===== config.mk =====
export PLATFORM = sky130hd
export DESIGN_NAME = security_supervisor
export DESIGN_NICKNAME = d
export VERILOG_FILES = /design/src/rtl/secsup_pkg.sv /design/src/rtl/pad_filter.sv /design/src/rtl/security_supervisor.sv
export VERILOG_INCLUDE_DIRS = /design/src /design/src/rtl
export SDC_FILE = /design/constraint.sdc
export NUM_CORES = 1
export LEC_CHECK = 0
export ABC_AREA = 1
export BUFFER_PORTS_ARGS = -buffer_cell sky130_fd_sc_hd__buf_2
export CAP_MARGIN = 20
export CORE_MARGIN = 2
export CORE_UTILIZATION = 25
export CTS_BUF_LIST = sky130_fd_sc_hd__clkbuf_4
export DETAILED_ROUTE_END_ITERATION = 12
export SLEW_MARGIN = 20
export SYNTH_ARGS = -nofsm -noshare
export SYNTH_HDL_FRONTEND = slang
export SYNTH_SLANG_ARGS = --single-unit

===== constraint.sdc =====
create_clock -name clk_i -period 13.28 [get_ports clk_i]
set_input_delay 0.664 -clock clk_i [delete_from_list [all_inputs] [get_ports clk_i]]
set_output_delay 0.664 -clock clk_i [all_outputs]
set_load 0.005 [all_outputs]

===== src/rtl/secsup_cfg.svh =====
// register offsets, field positions, reset values and timing counts of the security supervisor
`ifndef SECSUP_CFG_SVH
`define SECSUP_CFG_SVH
// register byte offsets
`define OFF_EVT_STATUS 12'h000
`define OFF_IRQ_MASK 12'h004
`define OFF_REACTION 12'h008
`define OFF_SEC_CTRL 12'h00c
`define OFF_MEM_RIGHTS 12'h010
`define OFF_REGION_BASE 12'h020
`define OFF_REGION_ATTR 12'h030
`define OFF_MODE 12'h040
`define OFF_TRACE 12'h044
`define OFF_FAULT 12'h048
`define OFF_TEST_KEY 12'h04c
// field positions
`define EVT_COUNT 7
`define BIT_FIQ_EVT 7
`define BIT_WR_EN 0
`define BIT_LOCKED 1
`define BIT_USER 0
`define BIT_NORMAL 1
`define BIT_TEST_OPEN 2
`define ATTR_RD 0
`define ATTR_WR 1
`define ATTR_EX 2
`define ATTR_PROG 3
// reset values
`define RST_MASK 8'h00
`define RST_REACTION 7'h00
`define RST_RIGHTS 4'hf
`define RST_TRACE 32'h00000000
// timing: write-enable window after reset, in clock cycles
`define WREN_WINDOW_CYCLES 128
// filter length for pad inputs, in clock cycles
`define PAD_FILTER_CYCLES 4
`define TEST_KEY_DEFAULT 32'h5a5a0f0f
`endif


===== src/rtl/secsup_pkg.sv =====
// types shared by the security supervisor files
`default_nettype none
package secsup_pkg;
  // lifecycle of the chip: test first, then normal until the next reset
  typedef enum logic [1:0] {
    LIFE_TEST = 2'b01,
    LIFE_NORMAL = 2'b10
  } life_t;
  // security register write window
  typedef enum logic [2:0] {
    WIN_OPEN = 3'b001,
    WIN_ENABLED = 3'b010,
    WIN_LOCKED = 3'b100
  } win_t;
endpackage
`default_nettype wire


===== src/rtl/pad_filter.sv =====
// glitch filter for an external pad: three-flop sync then a stable-run counter
`default_nettype none
`include "secsup_cfg.svh"
module pad_filter (
  input wire logic clk_i,
  input wire logic reset_i,
  input wire logic pad_i,
  input wire logic rst_value_i,
  output logic filt_o
);
  logic s1_r; // first sync stage, read only by s2_r
  logic s2_r;
  logic s3_r;
  logic [2:0] run_r; // cycles the synced level has held
  logic [2:0] run_nxt;

  ////////////////////////////////////////////////////////////////////////////
  // synchroniser: a change counts once stages two and three agree
  always_ff @(posedge clk_i or posedge reset_i) begin
    if (reset_i) begin
      s1_r <= 1'b0;
      s2_r <= 1'b0;
      s3_r <= 1'b0;
    end else begin
      s1_r <= pad_i;
      s2_r <= s1_r;
      s3_r <= s2_r;
    end
  end

  // run counter restarts on any disagreement, so short pulses never pass
  always_comb begin
    run_nxt = run_r;
    if (s2_r != s3_r || s3_r == filt_o) begin
      run_nxt = 3'h0;
    end else if (run_r != 3'(`PAD_FILTER_CYCLES - 1)) begin
      run_nxt = run_r + 3'h1;
    end
  end

  // output flips only after the level held the full filter length
  always_ff @(posedge clk_i or posedge reset_i) begin
    if (reset_i) begin
      run_r <= 3'h0;
      filt_o <= 1'b0;
    end else begin
      run_r <= run_nxt;
      if (s2_r == s3_r && s3_r != filt_o && run_r == 3'(`PAD_FILTER_CYCLES - 1)) begin
        filt_o <= s3_r;
      end
    end
  end
  // rst_value_i is accepted for symmetry of pads; both pads idle low
  logic unused_rst_value;
  assign unused_rst_value = rst_value_i;
endmodule
`default_nettype wire


===== src/rtl/security_supervisor.sv =====
// security supervisor: detector capture, reaction, pad filters, register lock, access checks
//
// The address map and the AXI4-Lite register port were decided locally.
`default_nettype none
`include "secsup_cfg.svh"
module security_supervisor (
  input wire logic clk_i,
  input wire logic reset_i,
  // axi4-lite slave
  input wire logic [11:0] s_axi_awaddr,
  input wire logic s_axi_awvalid,
  output logic s_axi_awready,
  input wire logic [31:0] s_axi_wdata,
  input wire logic [3:0] s_axi_wstrb,
  input wire logic s_axi_wvalid,
  output logic s_axi_wready,
  output logic [1:0] s_axi_bresp,
  output logic s_axi_bvalid,
  input wire logic s_axi_bready,
  input wire logic [11:0] s_axi_araddr,
  input wire logic s_axi_arvalid,
  output logic s_axi_arready,
  output logic [31:0] s_axi_rdata,
  output logic [1:0] s_axi_rresp,
  output logic s_axi_rvalid,
  input wire logic s_axi_rready,
  // detectors: freq, volt, temp, light, insulation, shield, glitch
  input wire logic [6:0] detect_i,
  // external pads
  input wire logic ext_reset_pad_i,
  input wire logic ext_clock_pad_i,
  // cpu access monitor
  input wire logic acc_valid_i,
  input wire logic [31:0] acc_addr_i,
  input wire logic acc_write_i,
  input wire logic acc_fetch_i,
  input wire logic acc_prog_i,
  input wire logic acc_eeprom_i,
  input wire logic acc_mapped_i,
  input wire logic privileged_i,
  output logic chip_reset_o,
  output logic fiq_o,
  output logic irq_o,
  output logic ext_reset_filt_o,
  output logic ext_clock_filt_o,
  output logic normal_mode_o
);
  localparam int NREG = 4; // protection regions

  logic [7:0] status_r; // sticky events, bit 7 = access fault
  logic [7:0] mask_r;
  logic [6:0] reaction_r; // 1 = reset chip on that detector
  logic [3:0] rights_r; // global rd/wr/ex/prog enables
  logic [31:0] base_r [NREG]; // region upper bound (exclusive), ascending
  logic [3:0] attr_r [NREG];
  secsup_pkg::win_t win_r;
  logic [7:0] win_cnt_r;
  secsup_pkg::life_t life_r;
  logic test_open_r;
  logic [31:0] trace_r;
  logic [31:0] fault_addr_r;
  logic [6:0] det_s1_r, det_s2_r, det_s3_r;
  logic [6:0] det_evt;
  logic viol;
  logic evt_reset;
  // bus side
  logic aw_got_r, w_got_r;
  logic [11:0] awaddr_r;
  logic [31:0] wdata_r;
  logic wr_fire, rd_fire;
  logic [31:0] rd_val;
  logic rd_ok, wr_ok;
  logic sec_wr_allowed;

  ////////////////////////////////////////////////////////////////////////////
  // detector inputs pass three flops; an event is an agreed high level
  always_ff @(posedge clk_i or posedge reset_i) begin
    if (reset_i) begin
      det_s1_r <= 7'h00;
      det_s2_r <= 7'h00;
      det_s3_r <= 7'h00;
    end else begin
      det_s1_r <= detect_i;
      det_s2_r <= det_s1_r;
      det_s3_r <= det_s2_r;
    end
  end
  // detectors have no enable anywhere: software only sets reaction and irq mask bits
  assign det_evt = det_s2_r & det_s3_r;

  ////////////////////////////////////////////////////////////////////////////
  // pad filters, fixed in hardware
  pad_filter u_rst_filt (
    .clk_i(clk_i),
    .reset_i(reset_i),
    .pad_i(ext_reset_pad_i),
    .rst_value_i(1'b0),
    .filt_o(ext_reset_filt_o)
  );
  pad_filter u_clk_filt (
    .clk_i(clk_i),
    .reset_i(reset_i),
    .pad_i(ext_clock_pad_i),
    .rst_value_i(1'b0),
    .filt_o(ext_clock_filt_o)
  );

  ////////////////////////////////////////////////////////////////////////////
  // region rights check; first region whose bound exceeds the address wins
  function automatic logic access_ok(input logic [31:0] a, input logic wr, input logic ex,
                                     input logic prog, input logic [3:0] g,
                                     input logic [31:0] b0, input logic [31:0] b1,
                                     input logic [31:0] b2, input logic [31:0] b3,
                                     input logic [3:0] t0, input logic [3:0] t1,
                                     input logic [3:0] t2, input logic [3:0] t3);
    logic [3:0] at;
    logic ok;
    at = (a < b0) ? t0 : (a < b1) ? t1 : (a < b2) ? t2 : (a < b3) ? t3 : 4'h0;
    ok = (at[`ATTR_PROG] == prog);
    if (ex) begin
      ok = ok & at[`ATTR_EX] & g[`ATTR_EX];
    end else if (wr) begin
      ok = ok & at[`ATTR_WR] & g[`ATTR_WR];
    end else begin
      ok = ok & at[`ATTR_RD] & g[`ATTR_RD];
    end
    access_ok = ok & (g[`ATTR_PROG] | ~prog);
  endfunction

  always_comb begin
    viol = 1'b0;
    if (acc_valid_i) begin
      if (!acc_mapped_i) begin
        viol = 1'b1;
      end else if (acc_fetch_i && acc_eeprom_i && !rights_r[`ATTR_EX]) begin
        viol = 1'b1;
      end else if (!access_ok(acc_addr_i, acc_write_i, acc_fetch_i, acc_prog_i, rights_r,
                              base_r[0], base_r[1], base_r[2], base_r[3],
                              attr_r[0], attr_r[1], attr_r[2], attr_r[3])) begin
        viol = 1'b1;
      end
    end
  end

  // fiq is high one cycle after each violating access cycle and has no mask: it cannot be suppressed
  always_ff @(posedge clk_i or posedge reset_i) begin
    if (reset_i) begin
      fiq_o <= 1'b0;
      fault_addr_r <= 32'h00000000;
    end else begin
      fiq_o <= viol;
      if (viol) begin
        fault_addr_r <= acc_addr_i;
      end
    end
  end

  ////////////////////////////////////////////////////////////////////////////
  // reaction: reset-configured detectors pull chip reset for as long as their event lasts
  assign evt_reset = |(det_evt & reaction_r);
  always_ff @(posedge clk_i or posedge reset_i) begin
    if (reset_i) begin
      chip_reset_o <= 1'b0;
    end else begin
      chip_reset_o <= evt_reset;
    end
  end

  ////////////////////////////////////////////////////////////////////////////
  // axi handshake: address and data accepted independently
  assign wr_fire = aw_got_r && w_got_r && !s_axi_bvalid;
  assign rd_fire = s_axi_arvalid && s_axi_arready;
  assign sec_wr_allowed = (win_r == secsup_pkg::WIN_ENABLED) || privileged_i;
  always_ff @(posedge clk_i or posedge reset_i) begin
    if (reset_i) begin
      aw_got_r <= 1'b0;
      w_got_r <= 1'b0;
      awaddr_r <= 12'h000;
      wdata_r <= 32'h00000000;
      s_axi_awready <= 1'b1;
      s_axi_wready <= 1'b1;
      s_axi_bvalid <= 1'b0;
      s_axi_bresp <= 2'h0;
    end else begin
      if (s_axi_awvalid && s_axi_awready) begin
        aw_got_r <= 1'b1;
        awaddr_r <= s_axi_awaddr;
        s_axi_awready <= 1'b0;
      end
      if (s_axi_wvalid && s_axi_wready) begin
        w_got_r <= 1'b1;
        wdata_r <= s_axi_wdata;
        s_axi_wready <= 1'b0;
      end
      if (wr_fire) begin
        s_axi_bvalid <= 1'b1;
        s_axi_bresp <= wr_ok ? 2'h0 : 2'h2;
        aw_got_r <= 1'b0;
        w_got_r <= 1'b0;
      end
      if (s_axi_bvalid && s_axi_bready) begin
        s_axi_bvalid <= 1'b0;
        s_axi_awready <= 1'b1;
        s_axi_wready <= 1'b1;
      end
    end
  end

  // write decode: slverr on unmapped, locked or frozen targets
  always_comb begin
    wr_ok = 1'b1;
    case (awaddr_r)
      `OFF_IRQ_MASK, `OFF_EVT_STATUS, `OFF_SEC_CTRL, `OFF_FAULT: wr_ok = 1'b1;
      `OFF_REACTION, `OFF_MEM_RIGHTS: wr_ok = sec_wr_allowed;
      `OFF_MODE: wr_ok = 1'b1;
      `OFF_TRACE: wr_ok = (life_r == secsup_pkg::LIFE_TEST) && test_open_r;
      `OFF_TEST_KEY: wr_ok = (life_r == secsup_pkg::LIFE_TEST);
      default: begin
        wr_ok = (awaddr_r[11:4] == 8'h02 || awaddr_r[11:4] == 8'h03) && sec_wr_allowed;
      end
    endcase
  end

  ////////////////////////////////////////////////////////////////////////////
  // security register write window after reset
  always_ff @(posedge clk_i or posedge reset_i) begin
    if (reset_i) begin
      win_r <= secsup_pkg::WIN_OPEN;
      win_cnt_r <= 8'h00;
    end else begin
      case (win_r)
        secsup_pkg::WIN_OPEN: begin
          win_cnt_r <= win_cnt_r + 8'h01;
          if (wr_fire && awaddr_r == `OFF_SEC_CTRL && wdata_r[`BIT_WR_EN] && !privileged_i) begin
            win_r <= secsup_pkg::WIN_ENABLED;
          end else if (win_cnt_r == 8'(`WREN_WINDOW_CYCLES - 1)) begin
            win_r <= secsup_pkg::WIN_LOCKED;
          end
        end
        secsup_pkg::WIN_ENABLED: win_r <= secsup_pkg::WIN_ENABLED;
        secsup_pkg::WIN_LOCKED: win_r <= secsup_pkg::WIN_LOCKED;
        default: win_r <= secsup_pkg::WIN_LOCKED;
      endcase
    end
  end

  ////////////////////////////////////////////////////////////////////////////
  // configuration registers, all with reset defaults
  always_ff @(posedge clk_i or posedge reset_i) begin
    if (reset_i) begin
      mask_r <= `RST_MASK;
      reaction_r <= `RST_REACTION;
      rights_r <= `RST_RIGHTS;
      for (int i = 0; i < NREG; i++) begin
        base_r[i] <= 32'hffffffff;
        attr_r[i] <= 4'h7;
      end
    end else if (wr_fire && wr_ok) begin
      case (awaddr_r)
        `OFF_IRQ_MASK: mask_r <= wdata_r[7:0];
        `OFF_REACTION: reaction_r <= wdata_r[6:0];
        `OFF_MEM_RIGHTS: rights_r <= wdata_r[3:0];
        default: begin
          if (awaddr_r[11:4] == 8'h02) begin
            base_r[awaddr_r[3:2]] <= wdata_r;
          end
          if (awaddr_r[11:4] == 8'h03) begin
            attr_r[awaddr_r[3:2]] <= wdata_r[3:0];
          end
        end
      endcase
    end
  end

  ////////////////////////////////////////////////////////////////////////////
  // lifecycle: test needs password; normal is one way
  always_ff @(posedge clk_i or posedge reset_i) begin
    if (reset_i) begin
      life_r <= secsup_pkg::LIFE_TEST;
      test_open_r <= 1'b0;
      trace_r <= `RST_TRACE;
    end else begin
      case (life_r)
        secsup_pkg::LIFE_TEST: begin
          if (wr_fire && awaddr_r == `OFF_TEST_KEY && wdata_r == `TEST_KEY_DEFAULT) begin
            test_open_r <= 1'b1;
          end
          if (wr_fire && wr_ok && awaddr_r == `OFF_TRACE) begin
            trace_r <= wdata_r;
          end
          if (wr_fire && awaddr_r == `OFF_MODE && wdata_r[`BIT_NORMAL]) begin
            life_r <= secsup_pkg::LIFE_NORMAL;
            test_open_r <= 1'b0;
          end
        end
        secsup_pkg::LIFE_NORMAL: begin
          life_r <= secsup_pkg::LIFE_NORMAL;
          test_open_r <= 1'b0;
        end
        default: life_r <= secsup_pkg::LIFE_NORMAL;
      endcase
    end
  end
  // note: a real part keeps lifecycle in nonvolatile cells; here reset restarts it

  ////////////////////////////////////////////////////////////////////////////
  // sticky status: set wins over the read clear
  always_ff @(posedge clk_i or posedge reset_i) begin
    if (reset_i) begin
      status_r <= 8'h00;
    end else begin
      status_r <= ((rd_fire && s_axi_araddr == `OFF_EVT_STATUS) ? 8'h00 : status_r)
                  | {viol, det_evt};
    end
  end
  always_ff @(posedge clk_i or posedge reset_i) begin
    if (reset_i) begin
      irq_o <= 1'b0;
      normal_mode_o <= 1'b0;
    end else begin
      irq_o <= |(status_r & mask_r);
      normal_mode_o <= (life_r == secsup_pkg::LIFE_NORMAL);
    end
  end

  ////////////////////////////////////////////////////////////////////////////
  // read decode
  always_comb begin
    rd_ok = 1'b1;
    rd_val = 32'h00000000;
    case (s_axi_araddr)
      `OFF_EVT_STATUS: rd_val = {24'h000000, status_r};
      `OFF_IRQ_MASK: rd_val = {24'h000000, mask_r};
      `OFF_REACTION: rd_val = {25'h0, reaction_r};
      `OFF_SEC_CTRL: rd_val = {30'h0, win_r == secsup_pkg::WIN_LOCKED,
                               win_r == secsup_pkg::WIN_ENABLED};
      `OFF_MEM_RIGHTS: rd_val = {28'h0000000, rights_r};
      `OFF_MODE: rd_val = {29'h0, test_open_r,
                           life_r == secsup_pkg::LIFE_NORMAL, ~privileged_i};
      `OFF_TRACE: rd_val = trace_r;
      `OFF_FAULT: rd_val = fault_addr_r;
      `OFF_TEST_KEY: rd_val = 32'h00000000;
      default: begin
        if (s_axi_araddr[11:4] == 8'h02) begin
          rd_val = base_r[s_axi_araddr[3:2]];
        end else if (s_axi_araddr[11:4] == 8'h03) begin
          rd_val = {28'h0000000, attr_r[s_axi_araddr[3:2]]};
        end else begin
          rd_ok = 1'b0;
        end
      end
    endcase
  end

  // read channel: one outstanding read, answer one cycle after ar taken
  always_ff @(posedge clk_i or posedge reset_i) begin
    if (reset_i) begin
      s_axi_arready <= 1'b1;
      s_axi_rvalid <= 1'b0;
      s_axi_rdata <= 32'h00000000;
      s_axi_rresp <= 2'h0;
    end else begin
      if (rd_fire) begin
        s_axi_arready <= 1'b0;
        s_axi_rvalid <= 1'b1;
        s_axi_rdata <= rd_val;
        s_axi_rresp <= rd_ok ? 2'h0 : 2'h2;
      end else if (s_axi_rvalid && s_axi_rready) begin
        s_axi_rvalid <= 1'b0;
        s_axi_arready <= 1'b1;
      end
    end
  end
  logic unused_strb;
  assign unused_strb = ^s_axi_wstrb;
endmodule
`default_nettype wire


==> results.md <==
- Critical Path RT: 13990 ps
- Adder-cell share of the synthesized area: 0.0853
- Peak Freq: between 200 and 250 MHz
- Fin. Hold Viols: 0
- Drt first pass iters: 5
- Core area: around 0.076 mm^2
- CTS tree: built
- Final nets: around 2800
- Post-synth ARST share: 1.00
- DR DRC count: 0
- Post-Synthesis Cells: around 2300
- Combinational family with the most area after synthesis: simple AND/OR/NAND/NOR gates
- Critical Path End: status_r[7]$_DFF_PP0_
- FF-to-FF path depth: 17
- Die ar.: ~0.08 mm^2
- Placed cell area: roughly 0.021 mm^2
- Tmin final: ~4100 ps
- Cts repair resizes: 0
- Placed Cells: about 3400
- Total overflow reported by the global router: 0
- Number of synthesized register bits: about 370
- Compound-cell area share of the yosys netlist: 0.159
- WL per Instance: 16.6 um
- Initial antenna violation count: 13
- Startpoint types: register
- Total wire length: between 60000 and 70000 um
- Design area: around 0.023 mm^2
- Worst slew pin tran: about 1000 ps
- Final Non-Filler Cells: ~3600
- Status: finished clean
- Synth Area in XOR/XNOR: 0.00410
- Row cnt: slightly above 100
- First-pass GRT wire length: 93700 um
- Critical Path Sink Type: register
- Netlist cell types: 52
- RSZ-0062 raised after global routing: false
- RD Place Congestion: roughly 0.84
- Synthesized area: around 0.019 mm^2
- Synth Area in Simple Gates: 0.178
- Number of flops mapped to enable cells by yosys: 0
- Commonest register cell after synthesis: dfrtp_1
- Max-slew violation count: 0
- Worst R2R End: status_r[7]$_DFF_PP0_
- Lkg Pwr: about 10 nW
- Die height: roughly 280 um
- Syn Area/Cell: around 8.5 um^2
- Worst r2r src: base_r[55]$_DFFE_PP1P_
- IO Pins: roughly 160
- Commonest non-fill, non-tap cell in the layout: nand2_1
- Maximum vdd drop: about 0.000062 V
- Post-CTS Setup Inserts: 0
- CP cell instances: inv_1 > ha_1 > a21oi_1 > o21ai_0 > o21bai_1 > a21oi_1 > nand2_1 > nand2_1 > nand3_1 > nand2_1 > nand2_1 > nand2_1 > nand2_1 > inv_1 > nand3_1 > nand2_2 > o21ai_0
- Max clock buf depth: 3
- Vias per cell: 4.51
- Max Cap Viol: 0
- Fin crit share: 0.312
- Largest net degree at the start of global routing: ~140
- Sink Count: 373
- Root buffer cell: clkbuf_4
- Gr usage total: 0.154
- TNS Setup: 0 ps
- CP arrival: a little under 5000 ps
- Layout cells sized above 1: 0.203
- Crit path launch: base_r[55]$_DFFE_PP1P_
- Vias in the first global route: between 15000 and 20000
- Setup CP Type: reg -> reg
- Synth warn: 0
- Slew headroom: 0.329
- Min-Delay Path Class: in -> reg
- Number of H-tree levels: 3
- Initial Util: 0.253
- Skew-Pair Late Insertion Delay: a little over 900 ps
- # setup viols final: 0
- Utilization after layout: 0.303
- Fraction of synthesized area in multiplexers: 0
- Reg2reg setup slack: a little over 9000 ps
- Die Wd: 281 um
- Total CTS buffers: 110
- Via count: about 16000
- IO buf count: around 150
- CTS clk-pin slew, worst paths: around 60 ps
- P&R area growth vs syn: 20.0%
- Pwr dens: 130 mW/mm^2
- CP max FO: 34
- Clk_skew: approximately 87 ps
- Register area share after synthesis: 0.496
- DRT antenna net count: 0
- Commonest cells after routing, fill and taps aside: nand2_1 (610), o21ai_0 (326), inv_1 (265)
- DP HPWL: between 40000 and 50000 um
- CP max stage cell: nand2_2
- CP peak stage delay: around 940 ps
- Initial DRC count: ~930
- CP most frequent cell: nand2_1
- Pwr Total: about 3.0 mW
timing repair:
item,CTS,global route
hold buffers,59,0
setup endpoints to repair,0,0
endpoints found under the hold margin,128,0
cell families after synthesis:
kind of cell               after synthesis
adders and majority gates              131
buffers and inverters                  360
and+or+nand+nor                        829
other                                    1
xor gates and xnor gates                 9
AOI/OAI and AO/OA                      549
DFF                                    373
critical path: cells and delay by family, from the launching register on:
family	cells	cell delay (ps)
AOI/OAI and AO/OA	5	1040
adders and majority gates	1	310
buffers and inverters	2	100
DFF	1	530
and+or+nand+nor	9	1980
cell usage after synthesis, types with 2 or more instances:
master / n / area (um^2)
a21boi_0: 2 / 15.0
o21ai_1: 37 / 185
inv_1: 269 / 1010
o41ai_1: 2 / 17.5
nor3_1: 15 / 75.1
nor2_1: 79 / 297
o21ai_0: 326 / 1630
ha_1: 131 / 1640
nand3_4: 3 / 52.6
a2111oi_0: 3 / 26.3
nand4_1: 16 / 100
buf_2: 11 / 55.1
o21bai_1: 5 / 37.5
nor4_1: 14 / 87.6
a22o_1: 3 / 26.3
a221oi_1: 29 / 254
buf_6: 14 / 158
o22ai_1: 32 / 200
a21oi_1: 73 / 365
clkbuf_1: 54 / 203
nand2_1: 611 / 2290
buf_1: 4 / 15.0
a22oi_1: 10 / 75.1
dfrtp_1: 224 / 5610
xnor2_1: 3 / 26.3
o221ai_1: 3 / 26.3
o21a_1: 5 / 37.5
a32o_1: 3 / 30.0
a31oi_1: 4 / 25.0
buf_4: 7 / 52.6
nor4_2: 2 / 25.0
dfstp_2: 149 / 3920
nand3_1: 82 / 410
o211ai_1: 3 / 22.5
xor2_1: 6 / 52.6
o31ai_1: 2 / 15.0
worst min-delay path by stage:
stage               slack [ps]                            to                       from  cells after the start
floorplan                  330         det_s2_r[0]$_DFF_PP0_      det_s1_r[0]$_DFF_PP0_                      0
global placement           330     u_clk_filt.s2_r$_DFF_PP0_  u_clk_filt.s1_r$_DFF_PP0_                      0
detailed placement         340     u_clk_filt.s2_r$_DFF_PP0_  u_clk_filt.s1_r$_DFF_PP0_                      0
CTS                          6   fault_addr_r[8]$_DFFE_PP0P_              acc_addr_i[8]                      3
global route                20   fault_addr_r[8]$_DFFE_PP0P_              acc_addr_i[8]                      3
finish                      80  fault_addr_r[28]$_DFFE_PP0P_             acc_addr_i[28]                      3
final cells by class:
class	instances	area, um^2
Fill cell	8319	53000
Tap cell	1030	1290
Inverter	270	1020
Multi-Input combinational cell	1520	8220
Timing Repair Buffer	229	1500
Sequential cell	373	9520
Clock buffer	177	1330
Antenna cell	5	12.5
Clock inverter	27	164
power breakdown:
group          leakage (nW)  internal (mW)  switching [mW]
Sequential             4.38           1.25          0.0627
Clock                 0.902          0.638           0.526
Combinational          4.87          0.137           0.370
through the flow:
| stage | hold slack [ps] | setup WS [ps] |
|---|---|---|
| 2_1_floorplan | 331 | 2500 |
| 3_3_place_gp | 333 | 8950 |
| 3_5_place_dp | 338 | 8900 |
| 4_1_cts | 5.70 | 9160 |
| 5_1_grt | 24.1 | 8840 |
| 6_report | 81.0 | 9140 |
routing by layer:
| layer | up-vias | GRT usage | share of wire |
|---|---|---|---|
| met5 | - | 0 | 0.0014 |
| met4 | 14 | 0.0539 | 0.024 |
| met3 | 110 | 0.0397 | 0.064 |
| met2 | 425 | 0.252 | 0.47 |
| met1 | 7758 | 0.196 | 0.44 |
| li1 | 8075 | - | - |
state kept, by name, indices dropped and copies added, names as in the netlist, 2 cells and up:
signal,count
life_r,2
trace_r,32
fault_addr_r,32
rights_r,4
base_r,128
mask_r,8
s_axi_rdata,32
awaddr_r,12
win_r,3
wdata_r,32
reaction_r,7
attr_r,16
u_rst_filt.run_r,3
det_s2_r,7
status_r,8
det_s1_r,7
win_cnt_r,8
det_s3_r,7
u_clk_filt.run_r,3
Power figures use the tool's default switching activity.
